**src/rtl/ebra_regs.vh**
```
`ifndef EBRA_REGS_VH
`define EBRA_REGS_VH
// ****************************************************************
// timing counts and field positions
// ****************************************************************
`define EBRA_CLK_PERIOD_NS 4
`define EBRA_CFG_WAIT_W 4
`define EBRA_RDY_SYNC_STAGES 2
// gaps in ref_clk cycles: one bus clock output cycle is two of them
`define EBRA_DEMUX_GAP 3'h0
`define EBRA_MUX_GAP 3'h2
`define EBRA_MUX_TRI_GAP 3'h4
`endif

```
**src/rtl/ebra_sync.v**
```verilog
// ****************************************************************
// two-stage synchroniser for an input from outside the clock domain
// ****************************************************************
module ebra_sync #(
   parameter RESET_VAL = 1'b1
) (
   input wire ref_clk,
   input wire rstn,
   input wire clk_en,
   input wire async_in,
   output reg sync_out
);
   reg meta;

   always @(posedge ref_clk or negedge rstn) begin
      if (!rstn) begin
         meta <= RESET_VAL;
         sync_out <= RESET_VAL;
      end else if (clk_en) begin
         meta <= async_in;
         sync_out <= meta;
      end
   end
endmodule // ebra_sync

```
**src/rtl/ebra_ctrl.v**
```verilog
// Chosen here: the address-and-strobe port and the address map.
`include "ebra_regs.vh"

module ebra_ctrl #(
   parameter CS_W = 5,
   parameter WAIT_W = `EBRA_CFG_WAIT_W
) (
   input wire ref_clk,
   input wire rstn,
   input wire clk_en,
   input wire cyc_req,
   input wire cyc_write,
   input wire [CS_W-1:0] cyc_cs,
   input wire [WAIT_W-1:0] memory_cycle_wait_count,
   input wire rw_delay,
   input wire address_phase_wait_state,
   input wire tristate_wait_state,
   input wire own_need_bus,
   input wire ready_n,
   input wire hold_n,
   output reg cyc_ack,
   output reg cyc_done,
   output reg bus_clock_output,
   output reg rd_n,
   output reg wr_n,
   output reg [CS_W-1:0] cs_n_out,
   output reg cs_n_oe,
   output reg ctl_oe,
   output reg grant_acknowledge_out,
   output reg bus_regain_request,
   output reg bus_granted
);
   // ****************************************************************
   // state codes
   // ****************************************************************
   localparam ST_IDLE = 3'h0;
   localparam ST_DELAY = 3'h1;
   localparam ST_WAIT = 3'h2;
   localparam ST_SAMPLE = 3'h3;
   localparam ST_GAP = 3'h4;
   localparam ST_HELD = 3'h5;
   localparam ST_REGAIN = 3'h6;

   reg [2:0] state;
   reg [2:0] next_state;
   reg [WAIT_W-1:0] wait_cnt;
   reg [WAIT_W-1:0] next_wait_cnt;
   reg [2:0] gap_cnt;
   reg [2:0] next_gap_cnt;
   reg [1:0] rdy_age;
   wire rdy_ok;
   reg cmd_write;
   reg [CS_W-1:0] cmd_cs;
   reg clk_phase;
   wire ready_s;
   wire hold_s;
   wire hold_edge;

   // ****************************************************************
   // input synchronisers
   // ****************************************************************
   ebra_sync #(.RESET_VAL(1'b1)) u_ready_sync (
      .ref_clk(ref_clk),
      .rstn(rstn),
      .clk_en(clk_en),
      .async_in(ready_n),
      .sync_out(ready_s)
   );

   ebra_sync #(.RESET_VAL(1'b1)) u_hold_sync (
      .ref_clk(ref_clk),
      .rstn(rstn),
      .clk_en(clk_en),
      .async_in(hold_n),
      .sync_out(hold_s)
   );

   // hold is only looked at when the bus clock output is about to rise
   assign hold_edge = (clk_phase == 1'b0);

   // ready of the previous cycle is still in the synchroniser for a while
   assign rdy_ok = (rdy_age >= 2'h2);

   // ****************************************************************
   // next state
   // ****************************************************************
   always @* begin
      next_state = state;
      next_wait_cnt = wait_cnt;
      next_gap_cnt = gap_cnt;
      case (state)
         ST_IDLE: begin
            if (hold_edge && !hold_s) begin
               next_state = ST_HELD;
            end else if (cyc_req) begin
               next_wait_cnt = memory_cycle_wait_count;
               if (rw_delay) begin
                  next_state = ST_DELAY;
               end else if (memory_cycle_wait_count != {WAIT_W{1'b0}}) begin
                  next_state = ST_WAIT;
               end else begin
                  next_state = ST_SAMPLE;
               end
            end
         end
         ST_DELAY: begin
            if (wait_cnt != {WAIT_W{1'b0}}) begin
               next_state = ST_WAIT;
            end else begin
               next_state = ST_SAMPLE;
            end
         end
         ST_WAIT: begin
            next_wait_cnt = wait_cnt - {{(WAIT_W-1){1'b0}}, 1'b1};
            if (wait_cnt == {{(WAIT_W-1){1'b0}}, 1'b1}) begin
               next_state = ST_SAMPLE;
            end
         end
         ST_SAMPLE: begin
            // high keeps sampling, low finishes the cycle once rdy_ok is set
            if (rdy_ok && !ready_s) begin
               if (address_phase_wait_state && tristate_wait_state) begin
                  next_gap_cnt = `EBRA_MUX_TRI_GAP;
                  next_state = ST_GAP;
               end else if (address_phase_wait_state) begin
                  next_gap_cnt = `EBRA_MUX_GAP;
                  next_state = ST_GAP;
               end else if (tristate_wait_state) begin
                  next_gap_cnt = `EBRA_MUX_GAP;
                  next_state = ST_GAP;
               end else begin
                  next_state = ST_IDLE;
               end
            end
         end
         ST_GAP: begin
            next_gap_cnt = gap_cnt - 3'h1;
            if (gap_cnt == 3'h1) begin
               next_state = ST_IDLE;
            end
         end
         ST_HELD: begin
            // only the hold pin going high restarts the regain sequence
            if (hold_edge && hold_s) begin
               next_state = ST_REGAIN;
            end
         end
         ST_REGAIN: begin
            next_state = ST_IDLE;
         end
         default: begin
            next_state = ST_IDLE;
         end
      endcase
   end

   // ****************************************************************
   // state registers and bus clock
   // ****************************************************************
   always @(posedge ref_clk or negedge rstn) begin
      if (!rstn) begin
         state <= ST_IDLE;
         wait_cnt <= {WAIT_W{1'b0}};
         gap_cnt <= 3'h0;
         rdy_age <= 2'h0;
         clk_phase <= 1'b0;
         bus_clock_output <= 1'b0;
         cmd_write <= 1'b0;
         cmd_cs <= {CS_W{1'b1}};
      end else if (clk_en) begin
         state <= next_state;
         wait_cnt <= next_wait_cnt;
         gap_cnt <= next_gap_cnt;
         if (state == ST_IDLE) begin
            rdy_age <= 2'h0;
         end else if (rdy_age != 2'h3) begin
            rdy_age <= rdy_age + 2'h1;
         end
         clk_phase <= ~clk_phase;
         bus_clock_output <= ~clk_phase;
         if (state == ST_IDLE && next_state != ST_HELD && cyc_req) begin
            cmd_write <= cyc_write;
            cmd_cs <= cyc_cs;
         end
      end
   end

   // ****************************************************************
   // registered outputs
   // ****************************************************************
   always @(posedge ref_clk or negedge rstn) begin
      if (!rstn) begin
         cyc_ack <= 1'b0;
         cyc_done <= 1'b0;
         rd_n <= 1'b1;
         wr_n <= 1'b1;
         cs_n_out <= {CS_W{1'b1}};
         cs_n_oe <= 1'b0;
         ctl_oe <= 1'b0;
         grant_acknowledge_out <= 1'b1;
         bus_regain_request <= 1'b1;
         bus_granted <= 1'b0;
      end else if (clk_en) begin
         cyc_ack <= (state == ST_IDLE) && (next_state != ST_IDLE)
            && (next_state != ST_HELD);
         cyc_done <= (state == ST_SAMPLE) && rdy_ok && !ready_s;
         if (next_state == ST_WAIT || next_state == ST_SAMPLE) begin
            rd_n <= cmd_write_n(state, cyc_write, cmd_write);
            wr_n <= ~rd_wr_sel(state, cyc_write, cmd_write);
            cs_n_out <= (state == ST_IDLE) ? cyc_cs : cmd_cs;
         end else if (next_state == ST_DELAY) begin
            cs_n_out <= cyc_cs;
            rd_n <= 1'b1;
            wr_n <= 1'b1;
         end else begin
            rd_n <= 1'b1;
            wr_n <= 1'b1;
            cs_n_out <= {CS_W{1'b1}};
         end
         if (next_state == ST_HELD) begin
            cs_n_oe <= 1'b1;
            ctl_oe <= 1'b1;
            grant_acknowledge_out <= 1'b0;
            bus_granted <= 1'b1;
         end else begin
            cs_n_oe <= 1'b0;
            ctl_oe <= 1'b0;
            grant_acknowledge_out <= 1'b1;
            bus_granted <= 1'b0;
         end
         // regain request only once the bus is released and acknowledged
         if (state == ST_HELD && !grant_acknowledge_out
               && next_state == ST_HELD) begin
            bus_regain_request <= ~own_need_bus;
         end else begin
            bus_regain_request <= 1'b1;
         end
      end
   end

   // ****************************************************************
   // command select helpers
   // ****************************************************************
   function rd_wr_sel;
      input [2:0] st;
      input req_write;
      input held_write;
      begin
         rd_wr_sel = (st == ST_IDLE) ? req_write : held_write;
      end
   endfunction

   function cmd_write_n;
      input [2:0] st;
      input req_write;
      input held_write;
      begin
         cmd_write_n = (st == ST_IDLE) ? req_write : held_write;
      end
   endfunction
endmodule // ebra_ctrl

```
**config.mk**
```make
export PLATFORM = sky130hd
export DESIGN_NAME = ebra_ctrl
export DESIGN_NICKNAME = d
export VERILOG_FILES = /design/src/rtl/ebra_sync.v /design/src/rtl/ebra_ctrl.v
export VERILOG_INCLUDE_DIRS = /design/src /design/src/rtl
export SDC_FILE = /design/constraint.sdc
export NUM_CORES = 1
export LEC_CHECK = 0
export BUFFER_PORTS_ARGS = -buffer_cell sky130_fd_sc_hd__buf_2
export CORE_ASPECT_RATIO = 0.5
export CORE_UTILIZATION = 30
export CTS_BUF_LIST = sky130_fd_sc_hd__clkbuf_8
export DETAILED_ROUTE_END_ITERATION = 6
export PLACE_DENSITY = 0.58
export SLEW_MARGIN = 20
export SYNTH_ARGS = -nofsm -noshare
export SYNTH_HDL_FRONTEND = slang
export SYNTH_SLANG_ARGS = --single-unit
```
**constraint.sdc**
```tcl
create_clock -name ref_clk -period 4 [get_ports ref_clk]
set_clock_uncertainty 0.15 [all_clocks]
set_input_delay 0.4 -clock ref_clk [delete_from_list [all_inputs] [get_ports ref_clk]]
set_output_delay 0.4 -clock ref_clk [all_outputs]
set_load 0.005 [all_outputs]
```
After elaboration in Yosys (flattened, before gate mapping). Cells that the tools add are included.

$add $sub $neg: 3. Magnitude comparators: 1. Eq/ne operators: 17. Mux-type cells: 32. Bitwise logic cells: 3. Reductions and logical operators: 27.

Operators by type and width (number): $mux 3 (13); $pmux 3 s6 (1); $mux 5 (3); $eq 3x2->1 const B (4); $logic_and 1x1->1 (12); $eq 3x1->1 const B (3); $eq 3x3->1 const B (3); $mux 1 (8); $mux 4 (2); $ne 2x2->1 const B (4); $pmux 4 s2 (1); $reduce_and 4->1 (2); $reduce_bool 4->1 (2); $mux 2 (3); $pmux 3 s2 (1); $reduce_bool 2->1 (3); $eq 4x1->1 const B (1); $ne 4x4->1 const B (1); $reduce_and 2->1 (2); $sub 4x1->4 const B (1); $logic_not 1->1 (3); $logic_not 3->1 (1); $ne 3x3->1 const B (1); $not 1->1 (3); other kinds (5) (5).

Register bits: 35. Bits of input ports: 20. Output and inout port bits: 15. Logic and storage cells: 102.

Longest topological paths before layout.
Depth in word-level cells: 10. Depth in mapped cells: 6. Mapped depth without buffers: 6.

By module. From an unflattened synthesis, not the netlist that was laid out.

Cell total of the unflattened synthesis: 173. Area total of the unflattened synthesis: 1878.1 um2.

Modules (own cells, without submodules): ebra_ctrl (instances 1, cells each 165, area each 1727.9 um2, sequential area each 793.3 um2); ebra_sync (instances 2, cells each 4, area each 75.1 um2, sequential area each 52.6 um2).

Worst setup path after synthesis. OpenSTA, ideal clock, no wires.

Path type: reg-to-reg. Start point: register wait_cnt[0]. End point: register grant_acknowledge_out. Setup time: 0.083 ns. Arrival time: 1.516 ns. Data required time: 3.767 ns. Setup slack: 2.251 ns. Cell stages (with the launch flop): 7. Buffers on the path: 0. Clock period less this slack: 1.749 ns. Path through: dfrtp_1 inv_1 ha_1 nand3b_4 a2111oi_4 a211oi_2 o32a_1.

Longest elaborated chain between the ends: 5. Elaborated cells between the ends (all ways): 7. Classes of those cells: eq/ne (2); mux (4); reduce/logical (1).

Ends and longest elaborated chain: start, declared (RTL line ebra_ctrl.v:46) `reg [WAIT_W-1:0] wait_cnt;`; start signal, assigned (RTL line ebra_ctrl.v:163) `wait_cnt <= {WAIT_W{1'b0}};`; start signal, assigned (RTL line ebra_ctrl.v:172) `wait_cnt <= next_wait_cnt;`; $eq 4x1->1 or $reduce_bool 4->1 (tied branches) (RTL line ebra_ctrl.v:115, ebra_ctrl.v:107); $mux 3 or $mux 1 (tied branches) (RTL line ebra_ctrl.v:115, ebra_ctrl.v:107); $pmux 3 s6 * (RTL line ebra_ctrl.v:91) `case (state)`; $eq 3x3->1 * (RTL line ebra_ctrl.v:220) `if (next_state == ST_HELD) begin`; $mux 1 * (RTL line ebra_ctrl.v:220); end signal, assigned (RTL line ebra_ctrl.v:200) `grant_acknowledge_out <= 1'b1;`; end signal, assigned (RTL line ebra_ctrl.v:223) `grant_acknowledge_out <= 1'b0;`; end signal, assigned (RTL line ebra_ctrl.v:228) `grant_acknowledge_out <= 1'b1;`; end, declared (RTL line ebra_ctrl.v:29) `output reg grant_acknowledge_out,`.

Every way passes the cells marked *; elsewhere a longest branch is shown, timed or not. A chain may end at the register's enable or synchronous reset.

Worst setup path in the final report.
Start point: register state[0]. End point: register cmd_write.

Longest elaborated chain between the ends: 7. Elaborated cells between the ends (all ways): 17. Classes of those cells: eq/ne (6); mux (7); reduce/logical (4).

Ends and longest elaborated chain: start, declared (RTL line ebra_ctrl.v:44) `reg [2:0] state;`; start signal, assigned (RTL line ebra_ctrl.v:171) `state <= next_state;`; $mux 3 (RTL line ebra_ctrl.v:95) `end else if (cyc_req) begin`; $mux 3 (RTL line ebra_ctrl.v:93) `if (hold_edge && !hold_s) begin`; $pmux 3 s6 (RTL line ebra_ctrl.v:91); $ne 3x3->1 (RTL line ebra_ctrl.v:181) `if (state == ST_IDLE && next_state != ST_HELD && cyc_req) begin`; $logic_and 1x1->1 * (2 in series) (RTL line ebra_ctrl.v:181); $reduce_and 2->1 (no source line) *; end signal, assigned (RTL line ebra_ctrl.v:182) `cmd_write <= cyc_write;`; end, declared (RTL line ebra_ctrl.v:52) `reg cmd_write;`.

Marks and branches as above.

==> metrics.md <==
| Metric | Value |
|---|---|
| Run status | complete, but fails checks |
| Violated checks | DRC |
| Maximum number of pins on one net before global-route repair | 36 |
| Instance count after placement with tap cells included | about 300 |
| Minimum clock period after layout | 2.19 ns |
| Count of H-tree levels built during CTS | 2 |
| Leakage dissipation | 0.940 nW |
| Via count of the first global-routing pass | 1,354 |
| Required time worst endpoint | 4.02 ns |
| Arrival time worst endpoint | about 2.2 ns |
| Fraction of final layout cells sized beyond drive strength 1 | 0.373 |
| Overall power of the completed layout | 1.44 mW |
| Gate count after technology mapping | 180 |
| Clock latency reported for the late side of the worst-skew pair | 0.28 ns |
| Logic depth of the worst setup path including buffers | 3 |
| Post-detailed-route via-to-cell ratio | 4.82 |
| Type of the most critical hold path | in2async |
| Via count | 1,447 |
| R2R setup slack | 1.81 ns |
| Area growth from synthesis to layout | 15.9% |
| Part of the power in combinational logic | 0.353 |
| Sequential Power Share | 0.470 |
| Achievable frequency | 456 MHz |
| Remaining max-slew budget at the tightest pin | 0.490 |
| Number of enable-type register cells in the synthesized netlist | 0 |
| Most area-hungry cell type in the Yosys netlist | dfstp_2 |
| Max-Cap Viols | 0 |
| Number of port buffers | 34 |
| Maximum number of buffers from clock root to sink | 2 |
| CTS tree | built |
| Die outline area | 0.00670 mm2 |
| Detailed-route DRC error count | 1 |
| Number of different library cells in the post-synthesis netlist | 48 |
| Global-route wire length before repair | roughly 6.3 mm |
| Cell with the biggest individual delay on the critical path | dfrtp_1 |
| Fraction of the yosys area taken by sequential cells | 0.471 |
| Peak supply drop | 0.177 mV |
| Cell with the most instances after synthesis | nor2_1 |
| Family with the most delay on the worst path | simple AND/OR/NAND/NOR gates |
| Number of iterations in the first detailed-routing pass | 6 |
| Post-synthesis instance area | 0.00191 mm2 |
| Crit path launch type | flip-flop |
| Nature of the critical path endpoint | flip-flop |
| Count of boundary I/O pins | 35 |
| Setup tns final | 0 ns |
| Die span in y | roughly 58 um |
| Routed length per placed instance | between 10 and 15 um |
| Final #Nets | between 200 and 250 |
| Antenna diode count | 0 |
| Number of fillers in the final layout | 638 |
| Final core utilization | 0.362 |
| Number of buffers inserted during clock tree synthesis | 5 |
| Highest fanout seen on the critical path | 16 |
| Top_reg_cell synth | dfstp_2 |
| Detailed-route wire length | 3.90 mm |
| Register area | 898 um2 |
| Number of setup violations in the final report | 0 |
| WHS | 0.0402 ns |
| Biggest area contributors in the synthesized netlist | dfstp_2 (25%), dfrtp_1 (22%), mux2_2 (7.1%) |
| Synthesis Warnings | 0 |
| Drt first-iter violations | 45 |
| Worst R2R Path Depth | 3 |
| Cells along the critical path | nor3_2 > nand3_1 > mux2_2 |
| DIE WIDTH | 115 um |
| Final max-slew violation count | 0 |
| Post-synthesis average cell area | 10.6 um2 |
| Reported net switching power | 529 uW |
| Fraction of synthesized cell area taken by the top area cell type | 0.248 |
| Fraction of power consumed by the clock network | 0.177 |
| Post-route fraction of the period consumed by the critical path | 0.548 |
| Routability congestion estimate | 0.791 |
| Fraction of synthesis flops using an asynchronous set or reset pin | 1.00 |
| Count of buffering cells on the critical path with inverters included | 0 |
| Antenna violations before repair | 0 |
| Setup fix buffers added after clock tree synthesis | 0 |
| Reg2reg start | state[0] |
| Combined global-route utilization of all metal layers | 0.123 |
| Clock-pin slew reported for the worst setup and hold paths after clock tree synthesis | roughly 0.070 ns |
| Number of hold buffers added after CTS | 0 |
| Effective utilization at floorplan | 0.313 |
| Number of gates resized after CTS | 0 |
| Clk sink count | 35 |
| PD cells | 651 mW/mm2 |
| Number of nets produced by synthesis | 207 |
| Unrepaired setup endpoints after global routing | no |
| HPWL after detailed placement | 2.85 mm |
| Library cell used as clock root buffer | clkbuf_8 |
| Filler-free cell count of the finished design | 300 |
| Total number of placement rows | 20 |
| Total gr overflow | 0 |
| Commonest cells post-synth | nor2_1 (25), dfstp_2 (18), dfrtp_1 (17), mux2_2 (12), inv_1 (11) |
| Switching power share of the total | 0.367 |
| Power Internal | 911 uW |
| End point of the critical path | cmd_write |
| Count of endpoints failing hold in the final timing report | 0 |
| Crit Reg-Reg Endpoint | cmd_write |
| Least-Margin Pin Slew | 0.765 ns |
| CP peak stage delay | 0.57 ns |
| Launching element of the worst setup path | state[0] |
| Area taken by multi-input logic gates | 901 um2 |
| CP Class | reg2reg |
| Core Box Area | 0.00611 mm2 |
| Number of routed nets with antenna violations | 0 |
| Count of state elements after synthesis | 35 |
[power by group through the flow]
stage	registers, mW	logic (mW)	clock network, mW
6_report	0.677	0.508	0.255
3_5_place_dp	0.682	0.510	0
2_1_floorplan	0.625	0.431	0
3_3_place_gp	0.673	0.500	0
4_1_cts	0.677	0.513	0.262
5_1_grt	0.701	0.570	0.277
[sequential cells by signal (all words and copies together) (netlist names), 2 cells and up]
signal,count
gap_cnt,3
rdy_age,2
wait_cnt,4
cmd_cs,5
state,3
cs_n_out,5
[per-stage QoR]
| step | setup WS (ns) | cell area (um2) |
|---|---|---|
| after global routing | 1.64 | 2210 |
| final | 1.81 | 2210 |
| after CTS | 1.83 | 2210 |
| after floorplan | 2.25 | 1910 |
| after global placement | 1.87 | 2120 |
| after detailed placement | 1.83 | 2120 |
[layout make-up]
type | count | area share
multi-input cells | 124 | 0.407
flip-flops and latches | 35 | 0.406
repair buffers | 34 | 0.0769
well taps | 88 | 0.0498
clock buffers | 6 | 0.0373
inverters | 11 | 0.0187
clock inverters | 2 | 0.00396
[cells by family after synthesis]
kind of cell	Yosys count	synth area share
XOR/XNOR	1	0.00459
adder cells (fa/ha/maj)	7	0.0459
AND/OR/NAND/NOR	54	0.154
buffers and inverters	21	0.0570
flip-flops	35	0.471
AO/OA/AOI/OAI	48	0.186
multiplexers	14	0.0813
[cell usage in the layout, fill, tap and decap left out, types with 2 or more instances in the layout]
| master | netlist | routed |
|---|---|---|
| a21oi_1 | 7 | 7 |
| inv_1 | 11 | 12 |
| o21ai_1 | 4 | 4 |
| a31oi_1 | 2 | 2 |
| buf_2 | 3 | 34 |
| nand2b_1 | 2 | 2 |
| a32oi_1 | 2 | 2 |
| dfstp_2 | 18 | 18 |
| nor2_1 | 25 | 25 |
| nand3b_1 | 3 | 3 |
| nor3b_1 | 6 | 6 |
| dfrtp_1 | 17 | 17 |
| o22a_1 | 3 | 3 |
| nand2_1 | 5 | 5 |
| mux2_2 | 12 | 12 |
| a221oi_1 | 2 | 2 |
| clkbuf_8 | 0 | 6 |
| nor3_1 | 3 | 3 |
| o21ai_0 | 9 | 9 |
| ha_1 | 7 | 7 |
| mux2i_1 | 2 | 2 |
| o22ai_1 | 6 | 6 |
[worst min-delay path by stage]
stage | endpoint | startpoint | cells past startpoint
2_1_floorplan | bus_granted | rstn | 0
3_3_place_gp | cs_n_out[4] | cs_n_out[4] | 2
3_5_place_dp | rd_n | rd_n | 2
4_1_cts | cyc_done | rstn | 1
5_1_grt | rdy_age[1] | rstn | 1
6_report | rdy_age[1] | rstn | 1
[per-layer routing]
| layer | up-vias | share of wire | routed length (um) | global-route usage |
|---|---|---|---|---|
| met3 | 5 | 0.044 | 170 | 0.0360 |
| met2 | 20 | 0.47 | 1820 | 0.214 |
| li1 | 705 | - | - | - |
| met1 | 717 | 0.48 | 1860 | 0.150 |
| met5 | - | 0 | 0 | 0 |
| met4 | 0 | 0.012 | 45 | 0.0390 |
Note: power is estimated with default switching activity, not from simulation.
